**src/hdl/dpplc_pkg.sv**
```systemverilog
// constants, register map and types of the dual-purpose pin and low-power control
// -----------------------------------------------------------------------------
// Function
// - mode high: diag clock pin is probe/program clock; low: user I/O.
// - mode high: diag serial input takes serial data; low: user I/O.
// - mode high: diag serial output drives serial data; low: user I/O.
// - during checksum the serial output drives; afterwards back to user I/O.
// - mode input governs every multifunction diagnostic pin; held high for verification.
// - each probe pin outputs a selected internal node live; two together trace paths.
// - probe pins are probes only with mode high; otherwise user I/O.
// - probe capability can be disabled permanently and irreversibly.
// - global clock pins are buffered before clocking; unused ones are user I/O.
// - quadrant clock pins not used as register control are user I/O.
// - low-power high: all I/O tristated, input buffers off, core powered down.
// - low-power entry completes 800 ns after the low-power input rises.
// - low-power exit by driving input low; normal operation resumes 200 us later.
// -----------------------------------------------------------------------------
package dpplc_pkg;
	// pin indices
	localparam int PIN_COUNT = 11;
	localparam int PIN_DIAG_CLK = 0;
	localparam int PIN_SDI      = 1;
	localparam int PIN_SDO      = 2;
	localparam int PIN_PROBE_A  = 3;
	localparam int PIN_PROBE_B  = 4;
	localparam int PIN_GCLK_A   = 5;
	localparam int PIN_GCLK_B   = 6;
	localparam int PIN_QCLK0 = 7;
	localparam int QCLK_N    = 4;
	localparam int NODE_N    = 16;
	localparam int NODE_W    = 4;

	// register map
	localparam logic [7:0] CTRL_ADDR      = 8'h00;
	localparam logic [7:0] PROBE_SEL_ADDR = 8'h04;
	localparam logic [7:0] STATUS_ADDR    = 8'h08;
	localparam logic [6:0] CTRL_RESET     = 7'h00;
	localparam logic [7:0] PROBE_RESET    = 8'h00;
	localparam int CTRL_GCLK_A_BIT = 0;
	localparam int CTRL_GCLK_B_BIT = 1;
	localparam int CTRL_QCLK_LSB = 2;
	localparam int CTRL_LOCK_BIT = 6;

	// timing
	localparam int CLK_PERIOD_PS = 25000;
	localparam int LP_ENTRY_NS   = 800;
	localparam int LP_EXIT_US    = 200;
	localparam int LP_ENTRY_CYC  = (LP_ENTRY_NS * 1000 + CLK_PERIOD_PS - 1) / CLK_PERIOD_PS;
	localparam int LP_EXIT_CYC   = (LP_EXIT_US * 1000000 + CLK_PERIOD_PS - 1) / CLK_PERIOD_PS;
	localparam int LP_CNT_W      = 14;
	// edges spent outside the counter: pin sample, sequencer flop, pad flop
	localparam int LP_PIPE_CYC   = 3;

	typedef enum logic [1:0] {
		LP_RUN,
		LP_ENTER,
		LP_DOWN,
		LP_WAKE
	} dpplc_lp_state_t;
endpackage : dpplc_pkg

```
**src/hdl/dpplc_pin_cell.sv**
```systemverilog
// one dual-purpose pad: user I/O or dedicated function, tristated in low power
`timescale 1ns/1ps
module dpplc_pin_cell (
	// clock and reset
	input  wire logic clk,
	input  wire logic srst,
	// function select
	input  wire logic sel_dedicated,
	input  wire logic ded_drive,
	input  wire logic ded_out,
	input  wire logic lp_off,
	// user side
	input  wire logic user_out,
	input  wire logic user_oe,
	output logic      user_in,
	output logic      ded_in,
	// pad
	input  wire logic pad_in,
	output logic      pad_out,
	output logic      pad_oe_n
);
	wire next_drive = !lp_off && (sel_dedicated ? ded_drive : user_oe);
	wire next_out   = sel_dedicated ? ded_out : user_out;
	wire in_on      = !lp_off;

	always_ff @(posedge clk) begin
		if (srst) begin
			pad_oe_n <= 1'b1;
			pad_out  <= 1'b0;
			user_in  <= 1'b0;
			ded_in   <= 1'b0;
		end else begin
			pad_oe_n <= !next_drive;
			pad_out  <= next_out & next_drive;
			user_in  <= in_on & !sel_dedicated & pad_in;
			ded_in   <= in_on & sel_dedicated & pad_in;
		end
	end
endmodule : dpplc_pin_cell

```
**src/hdl/dpplc_lp_ctrl.sv**
```systemverilog
// low-power sequencer with fixed entry and exit latencies
`timescale 1ns/1ps
module dpplc_lp_ctrl #(
	parameter int EXIT_CYC = dpplc_pkg::LP_EXIT_CYC
) (
	// clock and reset
	input  wire logic                   clk,
	input  wire logic                   srst,
	// low-power pin
	input  wire logic                   low_power_pin,
	// status and power control
	output dpplc_pkg::dpplc_lp_state_t  state,
	output logic                        io_off,
	output logic                        core_off
);
	// latencies count from the pin edge to the pads, so the pipeline comes off the count
	localparam logic [13:0] ENTRY_LAST = 14'(dpplc_pkg::LP_ENTRY_CYC - dpplc_pkg::LP_PIPE_CYC);
	localparam logic [13:0] EXIT_LAST  = 14'(EXIT_CYC - dpplc_pkg::LP_PIPE_CYC);

	dpplc_pkg::dpplc_lp_state_t next_state;
	logic [13:0]                count;
	wire  entry_done = (count == ENTRY_LAST);
	wire  exit_done  = (count == EXIT_LAST);

	always_comb begin
		next_state = state;
		case (state)
			dpplc_pkg::LP_RUN:   if (low_power_pin) next_state = dpplc_pkg::LP_ENTER;
			dpplc_pkg::LP_ENTER: if (!low_power_pin) next_state = dpplc_pkg::LP_RUN;
				else if (entry_done) next_state = dpplc_pkg::LP_DOWN;
			dpplc_pkg::LP_DOWN:  if (!low_power_pin) next_state = dpplc_pkg::LP_WAKE;
			dpplc_pkg::LP_WAKE:  if (low_power_pin) next_state = dpplc_pkg::LP_DOWN;
				else if (exit_done) next_state = dpplc_pkg::LP_RUN;
			default:             next_state = dpplc_pkg::LP_RUN;
		endcase
	end

	always_ff @(posedge clk) begin
		if (srst) begin
			state    <= dpplc_pkg::LP_RUN;
			count    <= 14'h0000;
			io_off   <= 1'b0;
			core_off <= 1'b0;
		end else begin
			state    <= next_state;
			count    <= (next_state == state) ? count + 14'h0001 : 14'h0000;
			io_off   <= (next_state == dpplc_pkg::LP_DOWN) || (next_state == dpplc_pkg::LP_WAKE);
			core_off <= (next_state == dpplc_pkg::LP_DOWN) || (next_state == dpplc_pkg::LP_WAKE);
		end
	end
endmodule : dpplc_lp_ctrl

```
**src/hdl/dpplc_top.sv**
```systemverilog
// top: APB registers, pin function selection, probes and low-power control
//
// Design decisions made here: register access over APB and the register addresses.
`timescale 1ns/1ps
module dpplc_top #(
	parameter int LP_EXIT_CYC = dpplc_pkg::LP_EXIT_CYC
) (
	// clock and reset
	input  wire logic                          clk,
	input  wire logic                          srst,
	// APB slave
	input  wire logic                          psel,
	input  wire logic                          penable,
	input  wire logic                          pwrite,
	input  wire logic [7:0]                    paddr,
	input  wire logic [31:0]                   pwdata,
	output logic      [31:0]                   prdata,
	output logic                               pready,
	output logic                               pslverr,
	// board control pins
	input  wire logic                          mode_pin,
	input  wire logic                          low_power_pin,
	// programming and probe logic
	input  wire logic                          diag_sdo_data,
	input  wire logic                          checksum_busy,
	input  wire logic [dpplc_pkg::NODE_N-1:0]  design_nodes,
	output logic                               diag_clock,
	output logic                               diag_sdi_data,
	// buffered clock and control nets
	output logic                               clock_a_net,
	output logic                               clock_b_net,
	output logic      [dpplc_pkg::QCLK_N-1:0]  quadrant_ctrl_net,
	// power control
	output logic                               input_buf_off,
	output logic                               core_power_down,
	// user logic side of every dual-purpose pin
	input  wire logic [dpplc_pkg::PIN_COUNT-1:0] user_out,
	input  wire logic [dpplc_pkg::PIN_COUNT-1:0] user_oe,
	output logic      [dpplc_pkg::PIN_COUNT-1:0] user_in,
	// pads: diag clock, serial in, serial out, probe a, probe b, clock a, clock b, quadrant 0..3
	input  wire logic [dpplc_pkg::PIN_COUNT-1:0] pad_in,
	output logic      [dpplc_pkg::PIN_COUNT-1:0] pad_out,
	output logic      [dpplc_pkg::PIN_COUNT-1:0] pad_oe_n
);
	// -------------------------------------------------------------------------
	// registers
	// -------------------------------------------------------------------------
	logic [6:0]  ctrl;
	logic [7:0]  probe_sel;
	logic        probe_a_val;
	logic        probe_b_val;

	dpplc_pkg::dpplc_lp_state_t lp_state;
	logic                       io_off;
	logic                       core_off;

	logic [dpplc_pkg::PIN_COUNT-1:0] ded_in;

	// -------------------------------------------------------------------------
	// APB decode
	// -------------------------------------------------------------------------
	wire access     = psel && penable && !pready;
	wire hit_ctrl   = (paddr == dpplc_pkg::CTRL_ADDR);
	wire hit_probe  = (paddr == dpplc_pkg::PROBE_SEL_ADDR);
	wire hit_status = (paddr == dpplc_pkg::STATUS_ADDR);
	wire mapped     = hit_ctrl || hit_probe || hit_status;
	wire wr_ctrl    = access && pwrite && hit_ctrl;
	wire wr_probe   = access && pwrite && hit_probe;

	// lock bit can only be set; once set it ignores writes of zero
	wire       probe_locked = ctrl[dpplc_pkg::CTRL_LOCK_BIT];
	wire [6:0] next_ctrl    = {probe_locked | pwdata[dpplc_pkg::CTRL_LOCK_BIT], pwdata[5:0]};

	wire [31:0] status_word = {26'h0000000, checksum_busy, probe_locked, lp_state, low_power_pin, mode_pin};
	wire [31:0] read_word   = hit_ctrl   ? {25'h0000000, ctrl} :
	                          hit_probe  ? {24'h000000, probe_sel} :
	                          hit_status ? status_word : 32'h00000000;

	always_ff @(posedge clk) begin
		if (srst) begin
			pready  <= 1'b0;
			pslverr <= 1'b0;
			prdata  <= 32'h00000000;
		end else begin
			pready  <= access;
			pslverr <= access && !mapped;
			prdata  <= (access && !pwrite) ? read_word : 32'h00000000;
		end
	end

	// reset stands for power-on; no write can undo the lock
	always_ff @(posedge clk) begin
		if (srst) begin
			ctrl      <= dpplc_pkg::CTRL_RESET;
			probe_sel <= dpplc_pkg::PROBE_RESET;
		end else begin
			if (wr_ctrl)
				ctrl <= next_ctrl;
			if (wr_probe)
				probe_sel <= pwdata[7:0];
		end
	end

	// -------------------------------------------------------------------------
	// function selection per pin
	// -------------------------------------------------------------------------
	wire diag_on   = mode_pin;
	wire probe_on  = mode_pin && !probe_locked;
	wire sdo_on    = mode_pin || checksum_busy;

	wire [dpplc_pkg::PIN_COUNT-1:0] sel_ded = {
		ctrl[dpplc_pkg::CTRL_QCLK_LSB +: dpplc_pkg::QCLK_N],
		ctrl[dpplc_pkg::CTRL_GCLK_B_BIT],
		ctrl[dpplc_pkg::CTRL_GCLK_A_BIT],
		probe_on,
		probe_on,
		sdo_on,
		diag_on,
		diag_on
	};

	// only the sdo and probe pins drive when dedicated; the rest are inputs
	wire [dpplc_pkg::PIN_COUNT-1:0] ded_drive = {
		4'h0, 1'b0, 1'b0, 1'b1, 1'b1, 1'b1, 1'b0, 1'b0
	};

	wire [dpplc_pkg::PIN_COUNT-1:0] ded_out = {
		4'h0, 1'b0, 1'b0, probe_b_val, probe_a_val, diag_sdo_data, 1'b0, 1'b0
	};

	// probe nodes are sampled once, then pass the pad flop: two cycles of latency, no glitches on the pad
	wire [dpplc_pkg::NODE_W-1:0] sel_a = probe_sel[dpplc_pkg::NODE_W-1:0];
	wire [dpplc_pkg::NODE_W-1:0] sel_b = probe_sel[2*dpplc_pkg::NODE_W-1:dpplc_pkg::NODE_W];

	always_ff @(posedge clk) begin
		if (srst) begin
			probe_a_val <= 1'b0;
			probe_b_val <= 1'b0;
		end else begin
			probe_a_val <= design_nodes[sel_a];
			probe_b_val <= design_nodes[sel_b];
		end
	end

	// -------------------------------------------------------------------------
	// pads
	// -------------------------------------------------------------------------
	genvar gi;
	generate
		for (gi = 0; gi < dpplc_pkg::PIN_COUNT; gi++) begin : g_pin
			dpplc_pin_cell u_cell (
				.clk           (clk),
				.srst          (srst),
				.sel_dedicated (sel_ded[gi]),
				.ded_drive     (ded_drive[gi]),
				.ded_out       (ded_out[gi]),
				.lp_off        (io_off),
				.user_out      (user_out[gi]),
				.user_oe       (user_oe[gi]),
				.user_in       (user_in[gi]),
				.ded_in        (ded_in[gi]),
				.pad_in        (pad_in[gi]),
				.pad_out       (pad_out[gi]),
				.pad_oe_n      (pad_oe_n[gi])
			);
		end
	endgenerate

	// -------------------------------------------------------------------------
	// dedicated inputs: buffered onto their networks
	// -------------------------------------------------------------------------
	always_ff @(posedge clk) begin
		if (srst) begin
			diag_clock        <= 1'b0;
			diag_sdi_data     <= 1'b0;
			clock_a_net       <= 1'b0;
			clock_b_net       <= 1'b0;
			quadrant_ctrl_net <= 4'h0;
		end else begin
			diag_clock        <= ded_in[dpplc_pkg::PIN_DIAG_CLK];
			diag_sdi_data     <= ded_in[dpplc_pkg::PIN_SDI];
			clock_a_net       <= ded_in[dpplc_pkg::PIN_GCLK_A];
			clock_b_net       <= ded_in[dpplc_pkg::PIN_GCLK_B];
			quadrant_ctrl_net <= ded_in[dpplc_pkg::PIN_QCLK0 +: dpplc_pkg::QCLK_N];
		end
	end

	// -------------------------------------------------------------------------
	// low power
	// -------------------------------------------------------------------------
	dpplc_lp_ctrl #(
		.EXIT_CYC (LP_EXIT_CYC)
	) u_lp (
		.clk           (clk),
		.srst          (srst),
		.low_power_pin (low_power_pin),
		.state         (lp_state),
		.io_off        (io_off),
		.core_off      (core_off)
	);

	// input buffers and core follow the sequencer one cycle later
	always_ff @(posedge clk) begin
		if (srst) begin
			input_buf_off   <= 1'b0;
			core_power_down <= 1'b0;
		end else begin
			input_buf_off   <= io_off;
			core_power_down <= core_off;
		end
	end
endmodule : dpplc_top

```
**config.mk**
```make
export PLATFORM = sky130hd
export DESIGN_NAME = dpplc_top
export DESIGN_NICKNAME = d
export VERILOG_FILES = /design/src/hdl/dpplc_pkg.sv /design/src/hdl/dpplc_pin_cell.sv /design/src/hdl/dpplc_lp_ctrl.sv /design/src/hdl/dpplc_top.sv
export SDC_FILE = /design/constraint.sdc
export NUM_CORES = 1
export LEC_CHECK = 0
export BUFFER_PORTS_ARGS = -buffer_cell sky130_fd_sc_hd__buf_2
export CAP_MARGIN = 20
export CORE_UTILIZATION = 47
export DETAILED_ROUTE_END_ITERATION = 10
export PLACE_DENSITY = 0.84
export SKIP_CTS_REPAIR_TIMING = 1
export SLEW_MARGIN = 5
export SYNTH_ARGS = -nofsm -noshare
export SYNTH_HDL_FRONTEND = slang
export SYNTH_SLANG_ARGS = --single-unit
export TNS_END_PERCENT = 20
```
**constraint.sdc**
```tcl
create_clock -name clk -period 2.15 [get_ports clk]
set_input_delay 0.1075 -clock clk [delete_from_list [all_inputs] [get_ports clk]]
set_output_delay 0.1075 -clock clk [all_outputs]
set_load 0.05 [all_outputs]
```
== Yosys cells after proc, flatten, opt, wreduce, memory -nomap -nowiden ==
Cells that the tools add are included.

* Flip-flop bits (word level): 118
* Output and inout bits: 77

* $add $sub $neg: 1
* Magnitude comparators: 2
* Eq/ne operators: 10
* Mux-type cells: 36
* Bitwise operators: 49
* Reductions and logical operators: 54

{| class="wikitable"
|+ Operators with widths
! operator !! number
|-
| $and A1 B1 Y1 || 46
|-
| $logic_not A1 Y1 || 25
|-
| $mux W1 || 24
|-
| $logic_and A1 B1 Y1 || 19
|-
| $add A14 B1 Y14 const B || 1
|-
| $eq A14 B13 Y1 const B || 1
|-
| $eq A14 B5 Y1 const B || 1
|-
| $mux W2 || 6
|-
| $lt A4 B5 Y1 const B || 2
|-
| $bmux W1 S4 || 2
|-
| $eq A2 B2 Y1 const B || 4
|-
| $eq A8 B3 Y1 const B || 1
|-
| $eq A8 B4 Y1 const B || 1
|-
| $logic_not A8 Y1 || 1
|-
| $mux W8 || 1
|-
| $pmux W2 S4 || 1
|-
| $mux W7 || 1
|-
| $mux W6 || 1
|-
| $logic_or A1 B1 Y1 || 4
|-
| $reduce_or A2 Y1 || 2
|-
| $reduce_or A4 Y1 || 1
|-
| $reduce_or A3 Y1 || 1
|-
| $eq A2 B1 Y1 const B || 1
|-
| $eq A2 B2 Y1 || 1
|-
| other kinds (3) || 4
|}

== Logic depth before layout (Yosys ltp) ==
Gate-level depths: netlist of the first run.

* Word-level depth: 7
* Depth in mapped cells: 7
* Depth with buffers taken out: 6

== By module ==
A second synthesis of the first run with hierarchy kept.

* Cells, all modules: 414
* Area total of the unflattened synthesis: 4284.1 µm²

{| class="wikitable"
|+ By module, submodules not included
! module !! times used !! cells an instance !! area an instance (µm²) !! seq. area each (µm²)
|-
| dpplc_top || 1 || 207 || 1868.0 || 740.7
|-
| dpplc_pin_cell || 11 || 10 || 131.4 || 80.1
|-
| dpplc_lp_ctrl || 1 || 97 || 970.9 || 320.3
|}

== Worst setup path after synthesis of the first run ==
OpenSTA, ideal clock, no wires.

* Path kind: reg-to-reg
* Start point: register probe_sel[0]
* End point: register probe_a_val
* Setup time: 0.130 ns
* Arrival: 1.522 ns
* Path slack: 0.498 ns
* Stages on the path, launching flop included: 5
* Clock period less this slack: 1.652 ns
* Cells stage by stage: dfxtp_1 buf_6 mux4_1 mux4_2 nor2b_4

* Word-level cells in the longest chain between the ends: 2

{| class="wikitable"
|+ Ends and longest elaborated chain
! item !! RTL line !! text
|-
| from (decl) || dpplc_top.sv:49 || <nowiki>logic [7:0] probe_sel;</nowiki>
|-
| from (signal assigned) || dpplc_top.sv:95 || <nowiki>probe_sel <= dpplc_pkg::PROBE_RESET;</nowiki>
|-
| from (signal assigned) || dpplc_top.sv:100 || <nowiki>probe_sel <= pwdata[7:0];</nowiki>
|-
| $bmux W1 S4 || dpplc_top.sv:140 || <nowiki>probe_a_val <= design_nodes[sel_a];</nowiki>
|-
| $mux W1 (not written as such) || dpplc_top.sv:140 ||
|-
| to (signal assigned) || dpplc_top.sv:140 ||
|-
| to (decl) || dpplc_top.sv:50 || <nowiki>logic probe_a_val;</nowiki>
|}

Every way passes these cells. The select of a mux whose other input is x is not followed.
A chain may end at the register's enable or synchronous reset.

== Worst setup path after layout of the first run ==
* Start point: register probe_sel[4]
* End point: register probe_b_val

* Word-level cells in the longest chain between the ends: 2

{| class="wikitable"
|+ Ends and longest elaborated chain
! item !! RTL line !! text
|-
| $bmux W1 S4 || dpplc_top.sv:141 || <nowiki>probe_b_val <= design_nodes[sel_b];</nowiki>
|-
| $mux W1 (not written as such) || dpplc_top.sv:141 ||
|-
| to (signal assigned) || dpplc_top.sv:141 ||
|-
| to (decl) || dpplc_top.sv:51 || <nowiki>logic probe_b_val;</nowiki>
|}

Every way passes these cells. The select of a mux whose other input is x is not followed.

==> impl_metrics.sql, run 1 <==
INSERT INTO impl_metrics (metric_group, metric, value, unit) VALUES
('timing', 'clock-skew-final', '13.03', 'ps'),
('clock_tree', 'cts.htree.levels', '3', ''),
('setup_path', 'worstSetupEndpointType', 'register', ''),
('setup_path', 'worst_setup_path_start_kind', 'register', ''),
('placement', 'post-place-cells', '593', ''),
('die', 'fp-row-count', '33', ''),
('synthesis', 'predominant_post_synthesis_flop_cell', 'sky130_fd_sc_hd__dfxtp_1', ''),
('pwr', 'total_power', '3.426', 'mW'),
('clock_tree', 'clock_tree.root_cell', 'sky130_fd_sc_hd__clkbuf_8', ''),
('timing', 'clock.fmax', '551.1', 'MHz'),
('routing', 'number_of_iterations_in_the_first_detailed_routing_pass', '4', ''),
('die', 'num_io_pins', '175', ''),
('routing', 'wirelength', '8961', 'um'),
('pwr', 'power.share.sequential', '0.524', ''),
('cells_and_area', 'layout_net_count', '632', ''),
('timing', 'report.final.setup_viol', '0', ''),
('pwr', 'power.switching_fraction', '0.3014', ''),
('synthesis', 'synth_warnings', '0', ''),
('clock_tree', 'clockBufferDepth', '2', ''),
('job', 'cap_viol_max_count', '0', ''),
('run_status', 'violations', 'hold timing', ''),
('cells_and_area', 'area_delta_synth_final', '21.61', '%'),
('pwr', 'power.share.clock', '0.331', ''),
('clock_tree', 'cts_made_buffers', '9', ''),
('synthesis', 'synth-async-reset-ratio', '0', ''),
('routing', 'wl_per_cell', '13.96', 'um'),
('routing', 'drt_drc_violations_left', '0', ''),
('routing', 'dr_total_vias', '3212', ''),
('timing', 'drv_slew', '0', ''),
('cells_and_area', 'final.fill_count', '694', ''),
('routing', 'ant_nets', '0', ''),
('placement', 'hpwlAfterDp', '6292', 'um'),
('setup_path', 'r2r_cells', '3', ''),
('hold_path', 'hold_path.class', 'primary input to register', ''),
('pwr', 'total_leakage_power', '2.210', 'nW'),
('global_routing', 'globalRouteOverflowTotal', '0', ''),
('synthesis', 'synth.top_cell.area_share', '0.4703', ''),
('clock_tree', 'cts_tree', 'done', ''),
('pwr', 'switching_power', '1.033', 'mW'),
('timing', 'grt_setup_unrepaired', 'false', ''),
('timing', 'hold_viol', '1', ''),
('pwr', 'peakVddDrop', '336.8', 'uV'),
('run_status', 'outcome', 'finished, violations left', ''),
('timing', 'worst-slew-pin-transition', '567.1', 'ps'),
('synthesis', 'synth_edf_count', '0', ''),
('global_routing', 'grt_antenna_before_repair', '0', ''),
('synthesis', 'netlist_top_cells_area', 'sky130_fd_sc_hd__dfxtp_1 47%, sky130_fd_sc_hd__buf_4 11%, sky130_fd_sc_hd__mux4_1 5.3%', ''),
('placement', 'buffers_on_ports', '126', ''),
('setup_path', 'reg2reg_from', 'probe_sel[4]', ''),
('clock_tree', 'clk_pin_slew', '100', 'ps'),
('setup_path', 'arrival', '2080', 'ps'),
('synthesis', 'netlist_instances', '413', ''),
('synthesis', 'yosys.area.top_type', 'sky130_fd_sc_hd__dfxtp_1', ''),
('setup_path', 'critical_path.endpoint', 'probe_b_val', ''),
('clock_tree', 'cts.sink_count', '94', ''),
('synthesis', 'yosysUniqueCellTypes', '41', ''),
('pwr', 'power.combinational.fraction', '0.144', ''),
('setup_path', 'timing.setup.critical_path_class', 'register to register', ''),
('die', 'floorplan.initialDensity', '0.4870', ''),
('setup_path', 'worstPathRequired', '2410', 'ps'),
('clock_tree', 'clkLatencyLatePin', '360', 'ps'),
('placement', 'routabilityCongestion', '0.7925', ''),
('timing', 'slew_headroom', '0.6190', ''),
('setup_path', 'start_point_of_the_critical_path', 'probe_sel[4]', ''),
('timing', 'final_hold_slack', '-0.3373', 'ps'),
('routing', 'drt-vias-per-instance', '5.003', ''),
('die', 'coreArea', '8217', 'um2'),
('timing', 'timing.final.crit_period', '1815', 'ps'),
('setup_path', 'critPathMaxFanout', '6', ''),
('pwr', 'cell_internal_pwr', '2.393', 'mW'),
('synthesis', 'synth_area', '4001', 'um2');
## power by group through the flow
stage	combinational, mW	sequential (mW)	clock [mW]
floorplan	0.382	1.84	0
global placement	0.437	1.84	0
detailed placement	0.445	1.84	0
CTS	0.445	1.80	1.16
global route	0.525	1.80	1.24
finish	0.494	1.80	1.14
## synthesized netlist by cell type (3+ instances only)
cell type,n
sky130_fd_sc_hd__a21oi_1,24
sky130_fd_sc_hd__and2_1,4
sky130_fd_sc_hd__and3_1,16
sky130_fd_sc_hd__and4_1,3
sky130_fd_sc_hd__buf_2,4
sky130_fd_sc_hd__buf_4,59
sky130_fd_sc_hd__clkbuf_1,11
sky130_fd_sc_hd__dfxtp_1,94
sky130_fd_sc_hd__inv_1,11
sky130_fd_sc_hd__mux2i_1,7
sky130_fd_sc_hd__mux4_1,8
sky130_fd_sc_hd__nand2_1,17
sky130_fd_sc_hd__nand3_1,20
sky130_fd_sc_hd__nand3b_1,6
sky130_fd_sc_hd__nand4_1,7
sky130_fd_sc_hd__nor2_1,43
sky130_fd_sc_hd__nor2b_1,14
sky130_fd_sc_hd__nor3_1,4
sky130_fd_sc_hd__nor4_1,3
sky130_fd_sc_hd__o21ai_0,20
sky130_fd_sc_hd__xor2_1,11
## metrics by stage
| step | setup WS [ps] | instance area (um2) |
|---|---|---|
| global route | 201.4 | 4866 |
| global placement | 388.3 | 4342 |
| detailed placement | 335.2 | 4342 |
| CTS | 323.9 | 4536 |
| floorplan | 497.5 | 4088 |
| finish | 335.3 | 4866 |
## how the worst min path moves through the flow
stage	slack, ps	to	cells past startpoint	startpoint
2_1_floorplan	170	g_pin[0].u_cell.pad_oe_n	1	user_oe[0]
3_3_place_gp	280	g_pin[0].u_cell.pad_oe_n	2	user_oe[0]
3_5_place_dp	280	g_pin[1].u_cell.pad_oe_n	2	user_oe[1]
4_1_cts	-110	g_pin[1].u_cell.pad_oe_n	2	user_oe[1]
5_1_grt	1	g_pin[2].u_cell.pad_out	3	diag_sdo_data
6_report	-0.3	probe_sel[4]	3	pwdata[4]
## layout by cell type (no fill, tap or decap), types with 2 or more instances in the layout
cell                            Yosys  final
sky130_fd_sc_hd__buf_2              4    126
sky130_fd_sc_hd__dfxtp_1           94     94
sky130_fd_sc_hd__nor2_1            43     43
sky130_fd_sc_hd__dlygate4sd3_1      0     33
sky130_fd_sc_hd__a21oi_1           24     24
sky130_fd_sc_hd__conb_1             1     24
sky130_fd_sc_hd__nand3_1           20     20
sky130_fd_sc_hd__o21ai_0           20     20
sky130_fd_sc_hd__nand2_1           17     17
sky130_fd_sc_hd__and3_1            16     16
sky130_fd_sc_hd__nor2b_1           14     14
sky130_fd_sc_hd__inv_1             11     11
sky130_fd_sc_hd__xor2_1            11     11
sky130_fd_sc_hd__clkbuf_8           0      9
sky130_fd_sc_hd__mux4_1             8      8
sky130_fd_sc_hd__nand4_1            7      7
sky130_fd_sc_hd__mux2i_1            7      7
sky130_fd_sc_hd__nand3b_1           6      6
sky130_fd_sc_hd__nor3_1             4      4
sky130_fd_sc_hd__and2_1             4      4
sky130_fd_sc_hd__inv_6              0      4
sky130_fd_sc_hd__nor4_1             3      3
sky130_fd_sc_hd__and4_1             3      3
sky130_fd_sc_hd__buf_4             59      3
sky130_fd_sc_hd__a31oi_1            2      2
sky130_fd_sc_hd__mux4_2             2      2
sky130_fd_sc_hd__nor2b_4            2      2
sky130_fd_sc_hd__o2bb2ai_1          2      2
sky130_fd_sc_hd__o31ai_1            2      2
sky130_fd_sc_hd__ha_1               2      2
## kinds of logic after synthesis
family	count (synthesis)	share of synthesized area
adders and majority gates	2	0.006253
xor gates and xnor gates	12	0.02627
buffers and inverters	88	0.1429
DFF	94	0.4703
muxes	17	0.08130
AOI/OAI and AO/OA	53	0.07349
and+or+nand+nor	146	0.1986
other	1	0.0009372
## critical path: stages (launching register included)
cell	delay (ps)
sky130_fd_sc_hd__dfxtp_1	500
sky130_fd_sc_hd__mux4_1	610
sky130_fd_sc_hd__mux4_2	460
sky130_fd_sc_hd__nor2b_4	140
## area by class of cell
cell class                 count  share of cell area
multi-input combinational    254              0.3358
inverter                      11            0.008485
clock buffer                   9             0.02546
timing repair buffer         162              0.2021
clock inverter                 7             0.01440
sequential                    94              0.3867
tap                          105             0.02700
## flip-flops by register name, indices dropped and copies added (netlist names), 2 cells and up
signal,count
g_pin.u_cell.pad_out,11
g_pin.u_cell.pad_oe_n,11
probe_sel,8
g_pin.u_cell.ded_in,8
prdata,8
u_lp.state,2
quadrant_ctrl_net,4
ctrl,7
g_pin.u_cell.user_in,11
u_lp.count,14
## layer usage
metal | vias to the layer above | global-route usage | share of wire
met5 | - | 0 | 0
met4 | 0 | 0.09103 | 0.026
met3 | 19 | 0.03560 | 0.069
met2 | 141 | 0.3194 | 0.49
met1 | 1480 | 0.2197 | 0.41
li1 | 1572 | - | -
No activity file was read; power rests on OpenSTA's default activity.
==> inputs of run 2 (changes only) <==
==> constraint.sdc (replaced) <==
create_clock -name clk -period 1.7 [get_ports clk]
set_input_delay 0.085 -clock clk [delete_from_list [all_inputs] [get_ports clk]]
set_output_delay 0.085 -clock clk [all_outputs]
set_load 0.05 [all_outputs]
==> impl_metrics.sql, run 2 (synthesis gave the netlist of run 1 again) <==
INSERT INTO impl_metrics (metric_group, metric, value, unit) VALUES
('cells_and_area', 'area.sequential', '1889', 'um2'),
('placement', 'pre_cts_ws', '-41.71', 'ps'),
('routing', 'drt_drc_violations_left', '0', ''),
('setup_path', 'worst_setup_path_start_kind', 'register', ''),
('die', 'num_io_pins', '175', ''),
('setup_path', 'timing.setup.critical_path_class', 'register to register', ''),
('setup_path', 'reg2reg_from', 'probe_sel[4]', ''),
('setup_path', 'reg2reg_to', 'probe_b_val', ''),
('cells_and_area', 'max_flop_register', 'u_lp.count', ''),
('die', 'fp.dieW', '94.27', 'um'),
('clock_tree', 'cts.htree.levels', '3', ''),
('pwr', 'total_leakage_power', '2.307', 'nW'),
('job', 'cap_viol_max_count', '0', ''),
('global_routing', 'track_usage', '0.1924', ''),
('timing', 'final.setup.worst_slack', '51.10', 'ps'),
('timing', 'clock.fmax', '606.5', 'MHz'),
('setup_path', 'path_cells', 'mux4_1, mux4_2, nor2b_4', ''),
('setup_path', 'arrival', '1910', 'ps'),
('global_routing', 'first_global_vias', '2801', ''),
('timing', 'timing.final.crit_period', '1649', 'ps'),
('pwr', 'power.combinational.fraction', '0.150', ''),
('cells_and_area', 'layout-drive-gt1-share', '0.2932', ''),
('die', 'floorplan.initialDensity', '0.4870', ''),
('setup_path', 'reg2reg_setup_slack', '50', 'ps'),
('setup_path', 'worstPathRequired', '1960', 'ps'),
('clock_tree', 'clock_tree.root_cell', 'sky130_fd_sc_hd__clkbuf_8', ''),
('timing', 'final_hold_slack', '-20.24', 'ps'),
('routing', 'ant_nets', '0', ''),
('routing', 'number_of_iterations_in_the_first_detailed_routing_pass', '4', ''),
('routing', 'wirelength', '9323', 'um'),
('clock_tree', 'cts_tree', 'done', ''),
('pwr', 'power.share.sequential', '0.517', ''),
('die', 'design.die.area', '8887', 'um2'),
('run_status', 'violations', 'hold timing', ''),
('timing', 'hold_viol', '4', ''),
('pwr', 'switching_power', '1.332', 'mW'),
('pwr', 'cell_internal_pwr', '3.053', 'mW'),
('routing', 'drt-initial-drc-count', '133', ''),
('setup_path', 'cp_slowest_stage_delay', '560', 'ps'),
('timing', 'drv_slew', '0', ''),
('cells_and_area', 'layout_net_count', '651', ''),
('timing', 'timing.final.crit_share', '0.9699', ''),
('setup_path', 'critical_path.endpoint', 'probe_b_val', ''),
('setup_path', 'worstSetupEndpointType', 'register', ''),
('routing', 'drt-vias-per-instance', '5.002', ''),
('setup_path', 'r2r_cells', '3', ''),
('placement', 'buffers_on_ports', '126', ''),
('routing', 'dr_total_vias', '3306', ''),
('die', 'coreArea', '8217', 'um2'),
('global_routing', 'globalRouteOverflowTotal', '0', ''),
('pwr', 'pwrdens', '868.8', 'nW/um2'),
('global_routing', 'wire_length_of_the_first_global_routing_pass', '13030', 'um'),
('setup_path', 'critical-path-slowest-cell', 'sky130_fd_sc_hd__mux4_1', ''),
('timing', 'report.final.setup_viol', '0', ''),
('clock_tree', 'clockBufferDepth', '2', ''),
('global_routing', 'grt_max_degree', '27', ''),
('timing', 'grt_setup_unrepaired', 'false', ''),
('cells_and_area', 'insertedDiodeCount', '0', ''),
('setup_path', 'critPathMaxFanout', '5', ''),
('pwr', 'total_power', '4.385', 'mW'),
('pwr', 'power.share.clock', '0.333', ''),
('timing', 'clock-skew-final', '12.71', 'ps'),
('die', 'die_height', '94.27', 'um'),
('run_status', 'outcome', 'finished, violations left', ''),
('clock_tree', 'cts.sink_count', '94', ''),
('clock_tree', 'cts_made_buffers', '9', ''),
('global_routing', 'grt_antenna_before_repair', '0', ''),
('cells_and_area', 'layout.cells.most_common_list', '126 x sky130_fd_sc_hd__buf_2, 92 x sky130_fd_sc_hd__dfxtp_1, 43 x sky130_fd_sc_hd__nor2_1, 42 x sky130_fd_sc_hd__dlygate4sd3_1', ''),
('pwr', 'peakVddDrop', '397.3', 'uV'),
('cells_and_area', 'largest_reg_flops', '14', ''),
('cells_and_area', 'multiInputGateArea', '1634', 'um2'),
('die', 'fp-row-count', '33', ''),
('clock_tree', 'clk_pin_slew', '110', 'ps'),
('setup_path', 'start_point_of_the_critical_path', 'probe_sel[4]', ''),
('placement', 'routabilityCongestion', '0.8144', ''),
('routing', 'wl_per_cell', '14.10', 'um'),
('hold_path', 'hold_path.class', 'primary input to register', ''),
('cells_and_area', 'final.fill_count', '676', ''),
('cells_and_area', 'final_core_utilization', '0.6143', ''),
('clock_tree', 'clkLatencyLatePin', '360', 'ps'),
('pwr', 'power.switching_fraction', '0.3037', ''),
('cells_and_area', 'layout_commonest_cell', 'sky130_fd_sc_hd__buf_2', ''),
('placement', 'hpwlAfterDp', '6424', 'um'),
('cells_and_area', 'area_delta_synth_final', '26.14', '%');
## run 2: changes by cell type in the layout (fill, tap and decap cells not counted)
cell,previous run,this run
sky130_fd_sc_hd__dfxtp_4,0,2
sky130_fd_sc_hd__inv_6,4,1
sky130_fd_sc_hd__dlygate4sd3_1,33,42
sky130_fd_sc_hd__buf_6,0,1
sky130_fd_sc_hd__dfxtp_1,94,92
sky130_fd_sc_hd__inv_8,1,3
sky130_fd_sc_hd__buf_4,3,12
sky130_fd_sc_hd__clkinv_4,0,1
## run 2: routing by layer
| layer | global-route usage | share of wire | vias up |
|---|---|---|---|
| met3 | 0.03641 | 0.064 | 17 |
| met4 | 0.07051 | 0.019 | 0 |
| li1 | - | - | 1614 |
| met5 | 0 | 0 | - |
| met2 | 0.3273 | 0.50 | 159 |
| met1 | 0.2404 | 0.42 | 1516 |
## run 2: metrics by stage
step	TNS (ps)	std cells	area, um2
detailed placement	-79.04	603	4417
global placement	0	603	4417
global route	0	661	5047
CTS	-102.4	619	4616
finish	0	661	5047
floorplan	0	436	4088
## run 2: how the worst min path moves through the flow
stage	start	to	slack, ps	cells after the start
after floorplan	user_oe[0]	g_pin[0].u_cell.pad_oe_n	150	1
after global placement	user_oe[1]	g_pin[1].u_cell.pad_oe_n	260	2
after detailed placement	user_oe[1]	g_pin[1].u_cell.pad_oe_n	270	2
after CTS	user_oe[1]	g_pin[1].u_cell.pad_oe_n	-120	2
after global routing	checksum_busy	g_pin[2].u_cell.pad_oe_n	1	2
final	pwdata[0]	ctrl[0]	-20	3
## run 2: power by group through the flow
stage	Sequential, mW	Clock (mW)	Combinational [mW]
6_report	2.27	1.46	0.658
5_1_grt	2.27	1.59	0.697
4_1_cts	2.27	1.49	0.577
3_5_place_dp	2.32	0	0.576
3_3_place_gp	2.32	0	0.565
2_1_floorplan	2.33	0	0.484
## run 2: area by class of cell
cell class / count / area share
clock buffers: 9 / 0.02454
clock inverters: 7 / 0.01487
inverters: 11 / 0.008180
multi-input cells: 254 / 0.3237
flip-flops and latches: 94 / 0.3743
well taps: 105 / 0.02603
repair buffers: 181 / 0.2283
## run 2: critical path, delay by kind of cell (launching register included)
family	cells	cell delay, ps
multiplexers	2	1020
flip-flops	1	400
AND/OR/NAND/NOR	1	130
